<file path="src/irq_ctrl_defines.vh">
// constants for the peripheral handshake and vectored interrupt controller
// assumes inclusion by bare name from each design file that needs them
`ifndef IRQ_CTRL_DEFINES_VH
`define IRQ_CTRL_DEFINES_VH

// register byte offsets on the axi4-lite slave
`define REG_CTRL 8'h00
`define REG_STATUS 8'h04
`define REG_DEVADDR 8'h08

// ctrl field positions and reset value
`define CTRL_SRC_LO 0
`define CTRL_SRC_HI 1
`define CTRL_HI_REGION 2
`define CTRL_INIT 3
`define CTRL_RST 3'h0

// stimulus source codes held in ctrl
`define SRC_EXT 2'h0
`define SRC_OUT_EMPTY 2'h1
`define SRC_IN_FULL 2'h2

// status field positions
`define ST_OUT_EMPTY 0
`define ST_IN_FULL 1
`define ST_IRQ_ENABLE 2
`define ST_STIM_STORE 3
`define ST_PENDING 4
`define ST_ACTIVE 5
`define ST_VEC_DRIVE 6

// device address reset value, arbitrary
`define DEVADDR_RST 6'h0a

// select function codes; enable and disable codes are arbitrary
`define ENABLE_FUNC_CODE 3'h1
`define DISABLE_FUNC_CODE 3'h2
`define INIT_FUNC_CODE 3'h4

// sense function codes
`define SENSE_OUT_EMPTY 3'h0
`define SENSE_IN_FULL 3'h1

// vector layout
`define VEC_BASE_LO 4'h2
`define VEC_HI_REGION 16'h0100

// axi responses
`define RESP_OKAY 2'h0
`define RESP_SLVERR 2'h2

`endif

</file>
<file path="src/pin_sync.v">
// two-stage synchroniser with edge pulses for a group of pins
// assumes the pins are asynchronous to i_core_clk
`timescale 1ns/1ps
module pin_sync #(
    parameter W = 1,
    parameter [W-1:0] RST_VAL = {W{1'b0}}
) (
    input wire i_core_clk, // controller clock
    input wire i_resetn, // synchronous reset, active low
    input wire [W-1:0] i_async, // raw pin levels
    output wire [W-1:0] o_level, // synchronised level
    output wire [W-1:0] o_rise, // one-cycle rising pulse
    output wire [W-1:0] o_fall // one-cycle falling pulse
);
    reg [W-1:0] meta_r; // first stage, read only by stage two
    reg [W-1:0] sync_r; // second stage
    reg [W-1:0] prev_r; // delayed copy for edges

    // stage chain; edges look only at stage two and later
    always @(posedge i_core_clk) begin
        if (!i_resetn) begin
            meta_r <= RST_VAL;
            sync_r <= RST_VAL;
            prev_r <= RST_VAL;
        end else begin
            meta_r <= i_async;
            sync_r <= meta_r;
            prev_r <= sync_r;
        end
    end

    assign o_level = sync_r;
    assign o_rise = sync_r & ~prev_r;
    assign o_fall = ~sync_r & prev_r;
endmodule // pin_sync

</file>
<file path="src/vector_gen.v">
// interrupt address generator: base plus strap offset plus region shift
// assumes offset selects are already synchronised, active low
`timescale 1ns/1ps
`include "irq_ctrl_defines.vh"
module vector_gen #(
    parameter SEL_W = 7
) (
    input wire [SEL_W-1:0] i_vector_offset_sel_n, // weights 4..256, grounded adds
    input wire i_hi_region, // shift into second 256-word region
    output wire [15:0] o_vector // even vector address
);
    wire [15:0] offset; // summed grounded weights
    wire [15:0] base; // low nibble base
    wire [15:0] sum; // raw total

    // each select sits at its binary weight, so the sum is a shift
    assign offset = {{(14 - SEL_W){1'b0}}, ~i_vector_offset_sel_n, 2'b00};
    assign base = {12'h000, `VEC_BASE_LO};
    assign sum = base + offset + (i_hi_region ? `VEC_HI_REGION : 16'h0000);
    // bit 0 forced low keeps the vector even whatever the straps do
    assign o_vector = {sum[15:1], 1'b0};
endmodule // vector_gen

</file>
<file path="src/periph_irq_ctrl.v">
// peripheral interface controller: buffer handshake flags and one vectored interrupt
// assumes io bus pins are asynchronous and synchronised here; axi4-lite on i_core_clk
`timescale 1ns/1ps
`include "irq_ctrl_defines.vh"
module periph_irq_ctrl #(
    parameter ADDR_W = 6,
    parameter SEL_W = 7
) (
    input wire i_core_clk, // controller clock, 40 MHz
    input wire i_resetn, // synchronous reset, active low
    // io bus from the processor
    input wire [ADDR_W-1:0] i_io_addr, // device address lines
    input wire [2:0] i_io_func, // function code lines
    input wire i_select_strobe, // select command strobe
    input wire i_in_strobe, // input command strobe
    input wire i_out_strobe, // output command strobe
    input wire i_sense_strobe, // sense command strobe
    input wire i_cmd_pulse, // command pulse
    input wire i_proc_io_clock, // processor io clock
    input wire i_vector_request, // interrupt address request
    input wire i_prio_in_n, // priority in, active low
    input wire i_sys_rst_n, // processor system reset, active low
    input wire [SEL_W-1:0] i_vector_offset_sel_n, // vector offset straps, active low
    output wire o_shared_irq_n, // shared interrupt request, active low
    output wire o_prio_out_n, // priority out, active low
    output wire [15:0] o_data_out, // data bus drive value
    output wire o_data_oe_n, // data bus enable, low while driving
    output wire o_sense_resp_n, // sense response, active low
    // peripheral side
    input wire i_word_sent, // output word transmitted
    input wire i_word_received, // input word placed in buffer
    input wire i_ext_stimulus, // external interrupt stimulus
    input wire i_stimulus_polarity, // active level of stimulus
    output wire o_out_empty, // output buffer empty flag
    output wire o_in_full, // input buffer full flag
    // axi4-lite slave
    input wire [7:0] i_s_axi_awaddr, // write address
    input wire i_s_axi_awvalid, // write address valid
    output wire o_s_axi_awready, // write address ready
    input wire [31:0] i_s_axi_wdata, // write data
    input wire [3:0] i_s_axi_wstrb, // write byte strobes
    input wire i_s_axi_wvalid, // write data valid
    output wire o_s_axi_wready, // write data ready
    output wire [1:0] o_s_axi_bresp, // write response
    output wire o_s_axi_bvalid, // write response valid
    input wire i_s_axi_bready, // write response ready
    input wire [7:0] i_s_axi_araddr, // read address
    input wire i_s_axi_arvalid, // read address valid
    output wire o_s_axi_arready, // read address ready
    output wire [31:0] o_s_axi_rdata, // read data
    output wire [1:0] o_s_axi_rresp, // read response
    output wire o_s_axi_rvalid, // read data valid
    input wire i_s_axi_rready // read data ready
);
    // synchronised pin group bit positions
    localparam P_SEL = 0;
    localparam P_IN = 1;
    localparam P_OUT = 2;
    localparam P_SENSE = 3;
    localparam P_PULSE = 4;
    localparam P_IOCLK = 5;
    localparam P_VREQ = 6;
    localparam P_PRIO_N = 7;
    localparam P_RST_N = 8;
    localparam P_SENT = 9;
    localparam P_RCVD = 10;
    localparam P_STIM = 11;
    localparam P_POL = 12;
    localparam NCTL = 13;
    localparam NBUS = ADDR_W + 3 + SEL_W;

    wire [NCTL-1:0] ctl_lvl; // synced control levels
    wire [NCTL-1:0] ctl_rise; // rising pulses
    wire [NCTL-1:0] ctl_fall; // falling pulses
    wire [NBUS-1:0] bus_lvl; // synced address, function, straps

    // control pins through two flops; active-low pins and io clock idle high
    pin_sync #(
        .W(NCTL),
        .RST_VAL(13'h11a0)
    ) u_ctl_sync (
        .i_core_clk(i_core_clk),
        .i_resetn(i_resetn),
        .i_async({i_stimulus_polarity, i_ext_stimulus, i_word_received, i_word_sent, i_sys_rst_n,
                  i_prio_in_n, i_vector_request, i_proc_io_clock, i_cmd_pulse, i_sense_strobe,
                  i_out_strobe, i_in_strobe, i_select_strobe}),
        .o_level(ctl_lvl),
        .o_rise(ctl_rise),
        .o_fall(ctl_fall)
    );

    // bus lines through two flops; straps idle high (no offset)
    pin_sync #(
        .W(NBUS),
        .RST_VAL({{SEL_W{1'b1}}, {(ADDR_W + 3){1'b0}}})
    ) u_bus_sync (
        .i_core_clk(i_core_clk),
        .i_resetn(i_resetn),
        .i_async({i_vector_offset_sel_n, i_io_func, i_io_addr}),
        .o_level(bus_lvl),
        .o_rise(),
        .o_fall()
    );

    wire [ADDR_W-1:0] io_addr_s = bus_lvl[ADDR_W-1:0]; // synced address
    wire [2:0] io_func_s = bus_lvl[ADDR_W+2:ADDR_W]; // synced function
    wire [SEL_W-1:0] offset_sel_n_s = bus_lvl[NBUS-1:ADDR_W+3]; // synced straps

    // software-visible registers
    reg [2:0] ctrl_r; // stimulus source and region select
    reg [ADDR_W-1:0] devaddr_r; // assigned device address
    reg soft_init_r; // one-cycle software initialize

    // handshake and interrupt state
    reg out_empty_flag_r; // output buffer empty
    reg in_full_flag_r; // input buffer full
    reg irq_enable_ff_r; // interrupt enable
    reg stimulus_store_ff_r; // captured stimulus
    reg pending_ff_r; // interrupt pending
    reg stim_act_d_r; // previous active stimulus level
    reg shared_irq_n_r; // registered irq line
    reg prio_out_n_r; // registered priority out
    reg [15:0] data_out_r; // registered vector drive
    reg data_oe_n_r; // registered bus enable
    reg sense_resp_n_r; // registered sense answer

    // command decode; every addressed command needs the match
    wire addr_match = (io_addr_s == devaddr_r);
    wire pulse_rise = ctl_rise[P_PULSE]; // command pulse event
    wire select_strobe = addr_match & ctl_lvl[P_SEL] & pulse_rise;
    wire out_write = addr_match & ctl_lvl[P_OUT] & pulse_rise;
    wire in_read = addr_match & ctl_lvl[P_IN] & pulse_rise;

    // init from select code 4, system reset low, or software
    wire init_pulse = select_strobe & (io_func_s == `INIT_FUNC_CODE);
    wire ctrl_init = init_pulse | ~ctl_lvl[P_RST_N] | soft_init_r;

    wire enable_func_code = select_strobe & (io_func_s == `ENABLE_FUNC_CODE);
    wire disable_func_code = select_strobe & (io_func_s == `DISABLE_FUNC_CODE);

    // stimulus source: external pin or either buffer flag
    reg stim_src_lvl; // chosen stimulus level
    always @* begin
        case (ctrl_r[`CTRL_SRC_HI:`CTRL_SRC_LO])
            `SRC_OUT_EMPTY: stim_src_lvl = out_empty_flag_r;
            `SRC_IN_FULL: stim_src_lvl = in_full_flag_r;
            default: stim_src_lvl = ctl_lvl[P_STIM]; // external pin
        endcase
    end

    // active when level equals the polarity selector; flags are active high
    wire stim_pol = (ctrl_r[`CTRL_SRC_HI:`CTRL_SRC_LO] == `SRC_EXT) ? ctl_lvl[P_POL] : 1'b1;
    wire stim_active = ~(stim_src_lvl ^ stim_pol);
    wire stim_rise = stim_active & ~stim_act_d_r;

    // priority and vector gating
    wire prio_in = ~ctl_lvl[P_PRIO_N]; // priority granted from upstream
    wire active_request = pending_ff_r & prio_in;
    // processor loads the vector before pulsing, so pulse means taken
    wire vector_drive = ctl_lvl[P_VREQ] & active_request;
    wire [15:0] vector; // generated interrupt address

    vector_gen #(
        .SEL_W(SEL_W)
    ) u_vec (
        .i_vector_offset_sel_n(offset_sel_n_s),
        .i_hi_region(ctrl_r[`CTRL_HI_REGION]),
        .o_vector(vector)
    );

    // output-empty flag; set beats clear so a late word_sent is kept
    always @(posedge i_core_clk) begin
        if (!i_resetn) begin
            out_empty_flag_r <= 1'b1;
        end else if (ctrl_init | ctl_rise[P_SENT]) begin
            out_empty_flag_r <= 1'b1;
        end else if (out_write) begin
            out_empty_flag_r <= 1'b0;
        end
    end

    // input-full flag; init dominates, then set beats read clear
    always @(posedge i_core_clk) begin
        if (!i_resetn) begin
            in_full_flag_r <= 1'b0;
        end else if (ctrl_init) begin
            in_full_flag_r <= 1'b0;
        end else if (ctl_rise[P_RCVD]) begin
            in_full_flag_r <= 1'b1;
        end else if (in_read) begin
            in_full_flag_r <= 1'b0;
        end
    end

    // interrupt enable: set by enable code, cleared by disable or init
    always @(posedge i_core_clk) begin
        if (!i_resetn) begin
            irq_enable_ff_r <= 1'b0;
        end else if (ctrl_init | disable_func_code) begin
            irq_enable_ff_r <= 1'b0;
        end else if (enable_func_code) begin
            irq_enable_ff_r <= 1'b1;
        end
    end

    // stimulus store: new edge beats the acknowledge clear, init wins
    always @(posedge i_core_clk) begin
        if (!i_resetn) begin
            stimulus_store_ff_r <= 1'b0;
            stim_act_d_r <= 1'b0;
        end else begin
            stim_act_d_r <= stim_active;
            if (ctrl_init) begin
                stimulus_store_ff_r <= 1'b0;
            end else if (irq_enable_ff_r & stim_rise) begin
                stimulus_store_ff_r <= 1'b1;
            end else if (vector_drive & pulse_rise) begin
                stimulus_store_ff_r <= 1'b0;
            end
        end
    end

    // pending follows enable and store at each io clock fall only;
    // io clock stopped by the processor holds the request steady
    always @(posedge i_core_clk) begin
        if (!i_resetn) begin
            pending_ff_r <= 1'b0;
        end else if (ctl_fall[P_IOCLK]) begin
            pending_ff_r <= irq_enable_ff_r & stimulus_store_ff_r;
        end
    end

    // io bus outputs, all registered
    always @(posedge i_core_clk) begin
        if (!i_resetn) begin
            shared_irq_n_r <= 1'b1;
            prio_out_n_r <= 1'b1;
            data_out_r <= 16'h0000;
            data_oe_n_r <= 1'b1;
            sense_resp_n_r <= 1'b1;
        end else begin
            shared_irq_n_r <= ~active_request;
            // pass priority only while not pending ourselves
            prio_out_n_r <= ~(prio_in & ~pending_ff_r);
            data_out_r <= vector_drive ? vector : 16'h0000;
            data_oe_n_r <= ~vector_drive;
            // sense answers while the addressed sense strobe is up
            if (addr_match & ctl_lvl[P_SENSE]) begin
                case (io_func_s)
                    `SENSE_OUT_EMPTY: sense_resp_n_r <= ~out_empty_flag_r;
                    `SENSE_IN_FULL: sense_resp_n_r <= ~in_full_flag_r;
                    default: sense_resp_n_r <= 1'b1; // no condition
                endcase
            end else begin
                sense_resp_n_r <= 1'b1;
            end
        end
    end

    // axi4-lite write channel state
    reg awready_r; // address ready
    reg wready_r; // data ready
    reg aw_have_r; // address held
    reg w_have_r; // data held
    reg [7:0] waddr_r; // held write address
    reg [31:0] wdata_r; // held write data
    reg wstrb0_r; // held byte 0 strobe
    reg bvalid_r; // response valid
    reg [1:0] bresp_r; // response code

    wire wr_fire = aw_have_r & w_have_r & ~bvalid_r; // commit cycle

    // address and data taken in either order, response after both
    always @(posedge i_core_clk) begin
        if (!i_resetn) begin
            awready_r <= 1'b1;
            wready_r <= 1'b1;
            aw_have_r <= 1'b0;
            w_have_r <= 1'b0;
            waddr_r <= 8'h00;
            wdata_r <= 32'h00000000;
            wstrb0_r <= 1'b0;
            bvalid_r <= 1'b0;
            bresp_r <= `RESP_OKAY;
        end else begin
            if (i_s_axi_awvalid & awready_r) begin
                waddr_r <= i_s_axi_awaddr;
                aw_have_r <= 1'b1;
                awready_r <= 1'b0;
            end
            if (i_s_axi_wvalid & wready_r) begin
                wdata_r <= i_s_axi_wdata;
                wstrb0_r <= i_s_axi_wstrb[0];
                w_have_r <= 1'b1;
                wready_r <= 1'b0;
            end
            if (wr_fire) begin
                aw_have_r <= 1'b0;
                w_have_r <= 1'b0;
                bvalid_r <= 1'b1;
                // status is read-only but mapped; only holes are errors
                if (waddr_r == `REG_CTRL || waddr_r == `REG_STATUS || waddr_r == `REG_DEVADDR) begin
                    bresp_r <= `RESP_OKAY;
                end else begin
                    bresp_r <= `RESP_SLVERR;
                end
            end
            if (bvalid_r & i_s_axi_bready) begin
                bvalid_r <= 1'b0;
                awready_r <= 1'b1;
                wready_r <= 1'b1;
            end
        end
    end

    // writable registers; all fields live in byte 0
    always @(posedge i_core_clk) begin
        if (!i_resetn) begin
            ctrl_r <= `CTRL_RST;
            devaddr_r <= `DEVADDR_RST;
            soft_init_r <= 1'b0;
        end else begin
            soft_init_r <= 1'b0;
            if (wr_fire & wstrb0_r & (waddr_r == `REG_CTRL)) begin
                ctrl_r <= wdata_r[2:0];
                soft_init_r <= wdata_r[`CTRL_INIT];
            end
            if (wr_fire & wstrb0_r & (waddr_r == `REG_DEVADDR)) begin
                devaddr_r <= wdata_r[ADDR_W-1:0];
            end
        end
    end

    // axi4-lite read channel
    reg arready_r; // read address ready
    reg rvalid_r; // read data valid
    reg [31:0] rdata_r; // read data
    reg [1:0] rresp_r; // read response

    wire [31:0] status_word = {25'h0000000, vector_drive, active_request, pending_ff_r,
                               stimulus_store_ff_r, irq_enable_ff_r, in_full_flag_r, out_empty_flag_r};

    // one read in flight; data captured at the address handshake
    always @(posedge i_core_clk) begin
        if (!i_resetn) begin
            arready_r <= 1'b1;
            rvalid_r <= 1'b0;
            rdata_r <= 32'h00000000;
            rresp_r <= `RESP_OKAY;
        end else if (i_s_axi_arvalid & arready_r) begin
            arready_r <= 1'b0;
            rvalid_r <= 1'b1;
            rresp_r <= `RESP_OKAY;
            case (i_s_axi_araddr)
                `REG_CTRL: rdata_r <= {29'h00000000, ctrl_r}; // init bit reads zero
                `REG_STATUS: rdata_r <= status_word;
                `REG_DEVADDR: rdata_r <= {{(32 - ADDR_W){1'b0}}, devaddr_r};
                default: begin
                    rdata_r <= 32'h00000000;
                    rresp_r <= `RESP_SLVERR; // unmapped
                end
            endcase
        end else if (rvalid_r & i_s_axi_rready) begin
            rvalid_r <= 1'b0;
            arready_r <= 1'b1;
        end
    end

    assign o_shared_irq_n = shared_irq_n_r;
    assign o_prio_out_n = prio_out_n_r;
    assign o_data_out = data_out_r;
    assign o_data_oe_n = data_oe_n_r;
    assign o_sense_resp_n = sense_resp_n_r;
    assign o_out_empty = out_empty_flag_r;
    assign o_in_full = in_full_flag_r;
    assign o_s_axi_awready = awready_r;
    assign o_s_axi_wready = wready_r;
    assign o_s_axi_bresp = bresp_r;
    assign o_s_axi_bvalid = bvalid_r;
    assign o_s_axi_arready = arready_r;
    assign o_s_axi_rdata = rdata_r;
    assign o_s_axi_rresp = rresp_r;
    assign o_s_axi_rvalid = rvalid_r;
endmodule // periph_irq_ctrl

</file>
<file path="config.mk">
export PLATFORM = sky130hd
export DESIGN_NAME = periph_irq_ctrl
export DESIGN_NICKNAME = d
export VERILOG_FILES = /design/src/pin_sync.v /design/src/vector_gen.v /design/src/periph_irq_ctrl.v
export VERILOG_INCLUDE_DIRS = /design/src
export SDC_FILE = /design/constraint.sdc
export NUM_CORES = 1
export LEC_CHECK = 0
export BUFFER_PORTS_ARGS = -buffer_cell sky130_fd_sc_hd__buf_2
export CORE_MARGIN = 10
export CORE_UTILIZATION = 49
export CTS_CLUSTER_DIAMETER = 60
export CTS_CLUSTER_SIZE = 40
export DETAILED_ROUTE_END_ITERATION = 10
export GPL_TIMING_DRIVEN = 0
export PLACE_DENSITY = 0.84
export SLEW_MARGIN = 20
export SYNTH_ARGS = -nofsm -noshare
export SYNTH_HDL_FRONTEND = slang
export SYNTH_SLANG_ARGS = --single-unit
</file>
<file path="constraint.sdc">
create_clock -name i_core_clk -period 1.93 [get_ports i_core_clk]
set_clock_uncertainty 0.05 [all_clocks]
set_input_delay 0.0965 -clock i_core_clk [delete_from_list [all_inputs] [get_ports i_core_clk]]
set_output_delay 0.0965 -clock i_core_clk [all_outputs]
set_load 0.02 [all_outputs]
</file>
==> metrics, run 1 <==
GRT Total Usage=17.8%; cell area after synthesis=4380 um^2; Die Wd=115 um; number of unique standard cell types used by synthesis=44; clock tree buffer depth=2; Synth Area per Inst=9.74 um^2; most frequent cells in the layout=122 x dfxtp_1, 86 x buf_2, 67 x dlygate4sd3_1, 43 x nand2_1, 42 x and2_1; largest net degree at the start of global routing=17; asr flop ratio synth=0%; die area=13100 um^2; status=finished clean; DR WL/cell=15.0 um; grt total ovfl=0; setup ws final=157 ps; PD cells=992 nW/um^2; share of cells above drive strength 1=23.7%; later-pin clock latency in the skew report=510 ps; Post-synth EDFFs=0; Clk pin slew, worst setup/hold paths=60 ps; Initial DRC Count=244; Nets=746; critical path class=reg -> reg; area grow syn2layout=44.5%; Setup TNS Final=0 ps; Routed Antenna Nets=0; worst path arrival time=2160 ps; total power=6.28 mW; hold depth=4; post-CTS setup buffers=0; Worst EP required=2320 ps; post-CTS sizing=0; first-pass GRT wire length=18600 um; Rows=34; Yosys reg bits=122; CTS Buf Count=17; Detailed Place HPWL=7280 um; Pleak=2.79 nW; Slew @ Worst Pin=537 ps; unrepaired setup endpoints after global routing=no; # IOs=151; core area=8720 um^2; Tmin final=1770 ps; CP startpoint kind=flop; vias in the first global route=3790; max_cap viols=0; DR vias=3767; fmax=0.564 GHz; type of the worst min-delay path=in -> reg; peak supply drop=0.637 mV; Most used DFF post-synth=dfxtp_1; RD Place Congestion=0.892; Rel. slew slack=64.2%; final period utilization=91.9%; Worst setup EP type=flop; CTS tree=yes; Reg2Reg Depth=4; # H-tree levels=4; commonest non-fill, non-tap cell in the layout=dfxtp_1; Synth warnings=0; Final Hold Fails=0; setup violators final=0; drt pass-1 iters=5; Die H=115 um; Mapped Cells=450; Seq/Total Area, Yosys=55.7%; dpl cells=676; Root Buffer=clkbuf_8; drt via density=4.85; largest fanout on the critical path=5; DRC=0; Placement Setup Slack=270 ps; Starting Density=50.2%; initial antenna violation count=1; Final Slew Violations=0; filler-free cell count of the finished design=776; # clock sinks=122; CTS Hold Bufs=67; IO Port Bufs=85; fin util=72.6%; WL final=11600 um
## critical path, stage by stage (launching register included)
cell and delay, ps:
dfxtp_1 310, nor4_2 390, nand4_1 270, nor2_1 420, mux2i_1 250
## worst paths after layout
path / start / end / slack [ps]
max reg2reg: waddr_r[4]$_SDFFE_PN0P_ / ctrl_r[1]$_SDFFE_PN0P_ / 160
min: i_s_axi_awvalid / waddr_r[0]$_SDFFE_PN0P_ / 50
max: waddr_r[4]$_SDFFE_PN0P_ / ctrl_r[1]$_SDFFE_PN0P_ / 160
min reg2reg: u_bus_sync.o_level[10]$_SDFF_PN1_ / o_data_out[3]$_SDFF_PN0_ / 330
## synthesized netlist by cell type, drive strengths merged, types with 2 or more instances
library cell	number	share of area [%]
inv	13	1.1
a22oi	7	1.2
and3b	2	0.40
nand4	5	0.71
dfxtp	122	56
xnor2	6	1.2
nor2b	5	0.77
clkbuf	17	1.5
and2	42	6.0
o2bb2ai	3	0.60
o21ai	10	1.1
ha	4	1.1
buf	35	5.9
nand2	43	3.7
mux2i	11	2.5
nand2b	27	3.9
or3	4	0.63
o31a	2	0.40
nor2	25	2.1
a21oi	27	3.1
nand3	17	1.9
nand4b	2	0.40
nor4	4	0.86
## sequential cells by signal (all words and copies together) (netlist names), 4 cells and up
| register | cells |
|---|---|
| devaddr_r | 6 |
| o_data_out | 9 |
| o_s_axi_rdata | 7 |
| u_bus_sync.meta_r | 16 |
| u_bus_sync.o_level | 16 |
| u_ctl_sync.meta_r | 13 |
| u_ctl_sync.o_level | 13 |
| u_ctl_sync.prev_r | 4 |
| waddr_r | 8 |
| wdata_r | 6 |
## power breakdown
part,internal [mW],switching [mW],leakage [nW]
Sequential,2.61,0.0437,1.00
Clock,1.90,1.19,0.289
Combinational,0.265,0.267,1.50
## cell families (layout without fill, tap and decap cells)
group                      after synthesis  count (layout)  synth area share [%]
adders and majority gates                4               4                  1.14
DFF                                    122             122                  55.7
xor gates and xnor gates                 7               7                  1.40
buffers and inverters                   65             249                  8.51
AOI/OAI and AO/OA                       56              56                  7.80
and+or+nand+nor                        184             184                  22.8
other                                    1              35                0.0856
muxes                                   11              11                  2.51
## area by class of cell
class | instances | area, um^2
Tap cell | 108 | 135
Fill cell | 551 | 2390
Clock inverter | 14 | 163
Clock buffer | 18 | 428
Antenna cell | 1 | 2.50
Buffer | 52 | 324
Multi-Input combinational cell | 296 | 1690
Timing Repair Buffer | 152 | 1100
Sequential cell | 122 | 2440
Inverter | 13 | 48.8
## layer usage
| metal | global-route usage [%] | routed length, um | vias up |
|---|---|---|---|
| met3 | 7.13 | 996 | 49 |
| met5 | 0 | 0 | - |
| met2 | 29.4 | 5830 | 187 |
| met1 | 18.7 | 4340 | 1699 |
| met4 | 10.4 | 460 | 0 |
| li1 | - | - | 1832 |
## through the flow
stage | cell area (um^2) | hold slack, ps
global placement | 5070 | 227
global route | 6330 | 48.3
floorplan | 4510 | 148
detailed placement | 5070 | 232
finish | 6330 | 46.4
CTS | 6330 | 4.28
Note: power is estimated with default switching activity, not from simulation.
==> run 2: changes to the inputs <==
--- a/config.mk
+++ b/config.mk
@@ -7,7 +7,7 @@
 export NUM_CORES = 1
 export LEC_CHECK = 0
 export BUFFER_PORTS_ARGS = -buffer_cell sky130_fd_sc_hd__buf_2
-export CORE_MARGIN = 10
+export CORE_MARGIN = 2
 export CORE_UTILIZATION = 49
 export CTS_CLUSTER_DIAMETER = 60
 export CTS_CLUSTER_SIZE = 40
==> run 2 against run 1 <==
Effect of this change: sequential power about the same; utilization increased by 0.47 points; largest power group unchanged; worst hold slack got worse by 16 ps; first-iteration DRC count decreased by 10%; via count increased by 1.0%; clock power decreased by 2%; setup slack got worse by 16 ps; global-route usage increased by 4.7 points.
==> metrics, run 2 (synthesized netlist as in run 1, its figures left out) <==
Setup TNS Final=0 ps (unchanged); worst reg-to-reg setup slack=140 ps (was 160 ps); Placement Setup Slack=255 ps (was 270 ps); Worst EP required=2340 ps (was 2320 ps); PD cells=980 nW/um^2 (was 992 nW/um^2); WL final=10800 um (was 11600 um); Tmin final=1790 ps (was 1770 ps); Root Buffer=clkbuf_8 (unchanged); peak supply drop=0.804 mV (was 0.637 mV); Nets=749 (was 746); worst r2r dst=waddr_r[2]$_SDFFE_PN0P_ (was ctrl_r[1]$_SDFFE_PN0P_); Reg2Reg Depth=4 (unchanged); DR WL/cell=13.9 um (was 15.0 um); IO Port Bufs=85 (unchanged); # clock sinks=122 (unchanged); worst-path cell chain=clkbuf_1 > nand3_1 > a21oi_1 > dlygate4sd3_1 (was nor4_2 > nand4_1 > nor2_1 > mux2i_1); initial antenna violation count=0 (was 1); status=finished clean (unchanged); Rows=34 (unchanged); CP startpoint kind=flop (unchanged); share of cells above drive strength 1=23.4% (was 23.7%); largest net degree at the start of global routing=17 (unchanged); clock tree buffer depth=2 (unchanged); drt via density=4.89 (was 4.85); critical path class=reg -> reg (unchanged); Pleak=2.80 nW (was 2.79 nW); Die H=98.6 um (was 115 um); R2R Path Start=o_s_axi_awready$_SDFFE_PP1P_ (was waddr_r[4]$_SDFFE_PN0P_); drt pass-1 iters=5 (unchanged); unrepaired setup endpoints after global routing=no (unchanged); post-CTS sizing=0 (unchanged); CTS tree=yes (unchanged); hold depth=5 (was 4); area grow syn2layout=44.7% (was 44.5%); Final Hold Fails=0 (unchanged); Worst path slowest cell=dlygate4sd3_1 (was nor2_1); Final Slew Violations=0 (unchanged); later-pin clock latency in the skew report=520 ps (was 510 ps); RD Place Congestion=0.853 (was 0.892); largest fanout on the critical path=10 (was 5); dpl cells=676 (unchanged); fin area=6340 um^2 (was 6330 um^2); setup violators final=0 (unchanged); DRC=0 (unchanged); total power=6.21 mW (was 6.28 mW); die area=9720 um^2 (was 13100 um^2); max_cap viols=0 (unchanged); FILL cells=572 (was 551); fin util=73.1% (was 72.6%); first-pass GRT wire length=17200 um (was 18600 um); fmax=0.559 GHz (was 0.564 GHz); final period utilization=92.7% (was 91.9%); core area=8680 um^2 (was 8720 um^2); hold worst-path end=devaddr_r[3]$_SDFFE_PN1P_ (was waddr_r[0]$_SDFFE_PN0P_); critical path's largest stage delay=570 ps (was 420 ps); Worst setup EP type=flop (unchanged); filler-free cell count of the finished design=778 (was 776); placed cell areas=5070 um^2 (unchanged); worst path arrival time=2200 ps (was 2160 ps); Hold Slack=30.8 ps (was 46.4 ps); grt total ovfl=0 (unchanged); ant diodes=0 (was 1); Rel. slew slack=64.2% (about the same); CTS Buf Count=17 (unchanged); Routed Antenna Nets=0 (unchanged); type of the worst min-delay path=in -> reg (unchanged); Die Wd=98.6 um (was 115 um); Initial DRC Count=219 (was 244); vias in the first global route=3735 (was 3790); GRT Total Usage=22.5% (was 17.8%); Detailed Place HPWL=6490 um (was 7280 um); commonest non-fill, non-tap cell in the layout=dfxtp_1 (unchanged); Slew @ Worst Pin=538 ps (was 537 ps); # H-tree levels=4 (unchanged); setup ws final=141 ps (was 157 ps); worst min-delay path startpoint=i_resetn (was i_s_axi_awvalid); Clk pin slew, worst setup/hold paths=60 ps (about the same); Starting Density=50.5% (was 50.2%); Top Family by Delay on Critical Path=buffers and inverters (was simple AND/OR/NAND/NOR gates); DR vias=3806 (was 3767); # IOs=151 (unchanged); most frequent cells in the layout=122 x dfxtp_1, 86 x buf_2, 70 x dlygate4sd3_1, 43 x nand2_1, 42 x and2_1 (was 122 x dfxtp_1, 86 x buf_2, 67 x dlygate4sd3_1, 43 x nand2_1, 42 x and2_1); WP buf/inv=2 (was 0)
[run 2: cell count changes in the layout (fill, tap and decap cells not counted)]
cell and delta:
inv_8 -1, dlygate4sd3_1 +3, clkinvlp_4 +2, inv_6 +1, clkbuf_1 +1, clkinv_4 -5
clkinv_2 +2, diode_2 -1
[run 2: worst max path at each step]
stage | from | endpoint | slack, ps | depth (start not counted)
3_5_place_dp | waddr_r[4]$_SDFFE_PN0P_ | ctrl_r[1]$_SDFFE_PN0P_ | 260 | 4
2_1_floorplan | o_s_axi_bvalid$_SDFFE_PP0P_ | devaddr_r[1]$_SDFFE_PN1P_ | 440 | 4
5_1_grt | waddr_r[4]$_SDFFE_PN0P_ | ctrl_r[0]$_SDFFE_PN0P_ | 40 | 4
6_report | o_s_axi_awready$_SDFFE_PP1P_ | waddr_r[2]$_SDFFE_PN0P_ | 140 | 4
3_3_place_gp | devaddr_r[3]$_SDFFE_PN1P_ | o_out_empty$_SDFFE_PP1P_ | 330 | 4
4_1_cts | i_s_axi_araddr[0] | o_s_axi_rdata[6]$_SDFFE_PN0P_ | 60 | 7
[run 2: cell type report]
| type | instances | area [um^2] | area share (%) |
|---|---|---|---|
| plain buffers | 52 | 324 | 5.11 |
| clock buffers | 19 | 432 | 6.81 |
| clock inverters | 13 | 141 | 2.23 |
| inverters | 13 | 48.8 | 0.770 |
| multi-input cells | 296 | 1690 | 26.7 |
| flip-flops and latches | 122 | 2440 | 38.5 |
| well taps | 108 | 135 | 2.13 |
| repair buffers | 155 | 1130 | 17.8 |
[run 2: report_power, final]
part	total [mW]	internal [mW]	leakage (nW)	switching (mW)
combinational	0.532	0.269	1.52	0.263
sequential	2.66	2.61	1.00	0.0444
clock	3.02	1.88	0.276	1.14
[run 2: routing by layer]
metal	wire length [um]	global-route usage [%]	vias up	share of wire, %
li1	-	-	1831	-
met2	5540	39.7	189	51
met4	339	10.9	0	3.1
met5	0	0	-	0
met3	846	7.52	34	7.8
met1	4070	24.0	1752	38
[run 2: what timing repair did]
item,CTS,global route
endpoints found under the setup margin,0,1
hold buffers,68,3
hold endpoints to repair,58,1
setup buffers,0,0
[run 2: worst register-to-register path, cell delays in order (launching register included)]
cell and delay [ps]:
dfxtp_1 350, clkbuf_1 380, nand3_1 190, a21oi_1 180, dlygate4sd3_1 570
==> run 3: changes to the inputs <==
--- a/config.mk
+++ b/config.mk
@@ -6,7 +6,7 @@
 export SDC_FILE = /design/constraint.sdc
 export NUM_CORES = 1
 export LEC_CHECK = 0
-export BUFFER_PORTS_ARGS = -buffer_cell sky130_fd_sc_hd__buf_2
+export BUFFER_PORTS_ARGS = -buffer_cell sky130_fd_sc_hd__buf_4
 export CORE_MARGIN = 2
 export CORE_UTILIZATION = 49
 export CTS_CLUSTER_DIAMETER = 60
==> run 3 against run 2 <==
Effect of this change: worst hold slack improved by 2.9 ps; clock power grew 1%; design area increased by 3.1%; maximum frequency decreased by 1.7%; first-iteration DRC count rose by 6.4%; setup slack got worse by 30 ps; global-route usage grew 1.4 points; largest power group unchanged.
==> metrics, run 3 (synthesized netlist as in run 1, its figures left out) <==
FILL cells=537 (was 572); Gate power share=9.1% (was 8.6%); Worst EP required=2280 ps (was 2340 ps); placed cell areas=5280 um^2 (was 5070 um^2); critical path's largest stage delay=360 ps (was 570 ps); Starting Density=50.5% (unchanged); Sequential Area=2440 um^2 (unchanged); switching share of power=23.7% (was 23.3%); WL final=11400 um (was 10800 um); first-pass GRT wire length=18200 um (was 17200 um); CTS tree=yes (unchanged); share of cells above drive strength 1=23.5% (was 23.4%); Root Buffer=clkbuf_8 (unchanged); GRT Total Usage=23.9% (was 22.5%); fin area=6540 um^2 (was 6340 um^2); IO Port Bufs=85 (unchanged); PD cells=962 nW/um^2 (was 980 nW/um^2); Worst path slowest cell=nor4_2 (was dlygate4sd3_1); P_sw=1.49 mW (was 1.45 mW); DRC=0 (unchanged); vias in the first global route=3844 (was 3735); status=finished clean (unchanged); DR WL/cell=14.7 um (was 13.9 um); type of the worst min-delay path=in -> reg (unchanged); Flop pwr share=42.3% (was 42.8%); Slew @ Worst Pin=576 ps (was 538 ps); clock tree buffer depth=2 (unchanged); peak supply drop=0.595 mV (was 0.804 mV); final period utilization=94.3% (was 92.7%); WP buf/inv=0 (was 2); drt via density=4.93 (was 4.89); post-CTS setup buffers=0 (unchanged); grt total ovfl=0 (unchanged); Setup TNS Final=0 ps (unchanged); largest net degree at the start of global routing=17 (unchanged); RD Place Congestion=0.853 (about the same); later-pin clock latency in the skew report=530 ps (was 520 ps); drt pass-1 iters=5 (unchanged); setup violators final=0 (unchanged); commonest non-fill, non-tap cell in the layout=dfxtp_1 (unchanged); Detailed Place HPWL=6520 um (was 6490 um); # IOs=151 (unchanged); Die H=98.6 um (unchanged); Int Power=4.79 mW (was 4.76 mW); most frequent cells in the layout=122 x dfxtp_1, 119 x buf_4, 67 x dlygate4sd3_1, 43 x nand2_1, 42 x and2_1 (was 122 x dfxtp_1, 86 x buf_2, 70 x dlygate4sd3_1, 43 x nand2_1, 42 x and2_1); Hold Slack=33.6 ps (was 30.8 ps); Rel. slew slack=61.6% (was 64.2%); Nets=746 (was 749); Initial DRC Count=233 (was 219); Rows=34 (unchanged); Routed Antenna Nets=0 (unchanged); max_cap viols=0 (unchanged); worst path arrival time=2170 ps (was 2200 ps); # H-tree levels=4 (unchanged); Clk pwr share=48.6% (about the same); Final Hold Fails=0 (unchanged); multi-input combinational cell area=1700 um^2 (was 1690 um^2); fmax=0.550 GHz (was 0.559 GHz); Tmin final=1820 ps (was 1790 ps); Final Slew Violations=0 (unchanged); CTS Buf Count=17 (unchanged); unrepaired setup endpoints after global routing=no (unchanged); initial antenna violation count=2 (was 0); critical path class=reg -> reg (unchanged); Clk pin slew, worst setup/hold paths=60 ps (about the same); DR vias=3831 (was 3806); largest fanout on the critical path=5 (was 10); Pleak=2.86 nW (was 2.80 nW); Die Wd=98.6 um (unchanged); CP startpoint kind=flop (unchanged); Top Family by Delay on Critical Path=simple AND/OR/NAND/NOR gates (was buffers and inverters); # clock sinks=122 (unchanged); core area=8680 um^2 (unchanged); area grow syn2layout=49.2% (was 44.7%); worst-path cell chain=nor4_2 > nand4_1 > or2_1 > o31a_1 (was clkbuf_1 > nand3_1 > a21oi_1 > dlygate4sd3_1); Worst setup EP type=flop (unchanged); die area=9720 um^2 (unchanged)
[run 3: cell count changes in the layout (fill, tap and decap cells not counted), moves of 2 or more]
cell | previous run | this run
dlygate4sd3_1 | 70 | 67
buf_4 | 34 | 119
buf_2 | 86 | 1
inv_6 | 5 | 3
clkinv_4 | 0 | 3
diode_2 | 0 | 2
[run 3: area by class of cell]
class / instances / share of cell area [%]
Buffer: 52 / 4.96
Clock inverter: 13 / 2.18
Sequential cell: 122 / 37.4
Tap cell: 108 / 2.07
Inverter: 13 / 0.746
Antenna cell: 2 / 0.0766
Clock buffer: 19 / 6.60
Multi-Input combinational cell: 296 / 26.0
Timing Repair Buffer: 152 / 20.0
[run 3: through the flow]
stage | util (%) | std cells | total power, mW | worst slack (ps)
6_report | 75.3 | 777 | 6.29 | 111
3_5_place_dp | 60.8 | 676 | 3.15 | 282
5_1_grt | 75.3 | 777 | 6.47 | 32.6
3_3_place_gp | 60.8 | 676 | 3.13 | 325
2_1_floorplan | - | 483 | 2.98 | 436
4_1_cts | 75.2 | 775 | 6.25 | 83.7
[run 3: path summary, 6_finish.rpt]
kind                            slack (ps)                             to                        startpoint  depth (start not counted)
worst max-delay path                   110      devaddr_r[1]$_SDFFE_PN1P_           waddr_r[4]$_SDFFE_PN0P_                          4
worst min-delay path                    30  o_s_axi_rresp[1]$_SDFFE_PN0P_                 i_s_axi_araddr[6]                          4
worst max register to register         110      devaddr_r[1]$_SDFFE_PN1P_           waddr_r[4]$_SDFFE_PN0P_                          4
worst min register to register         330       o_data_out[2]$_SDFF_PN0_  u_bus_sync.o_level[9]$_SDFF_PN1_                          1
[run 3: timing repair]
action / in CTS / in global routing
resized for setup: 0 / 1
hold endpoints to repair: 58 / 0
hold buffers: 67 / 0
setup endpoints to repair: 0 / 1
[run 3: per-layer routing]
metal	global-route usage, %	routed length, um
met3	7.45	865
met2	41.1	5840
met5	0	0
met1	25.6	4300
met4	14.5	421
[run 3: power groups by stage]
stage	registers [mW]	logic (mW)	clock network [mW]
floorplan	2.71	0.274	0
global placement	2.70	0.426	0
detailed placement	2.71	0.438	0
CTS	2.65	0.548	3.05
global route	2.67	0.619	3.19
finish	2.66	0.573	3.06
[run 3: worst register-to-register path, delay by kind of cell, from the launching register on]
| kind | cells | cell delay (ps) |
|---|---|---|
| compound gates | 1 | 300 |
| simple gates | 3 | 1010 |
| flops | 1 | 330 |
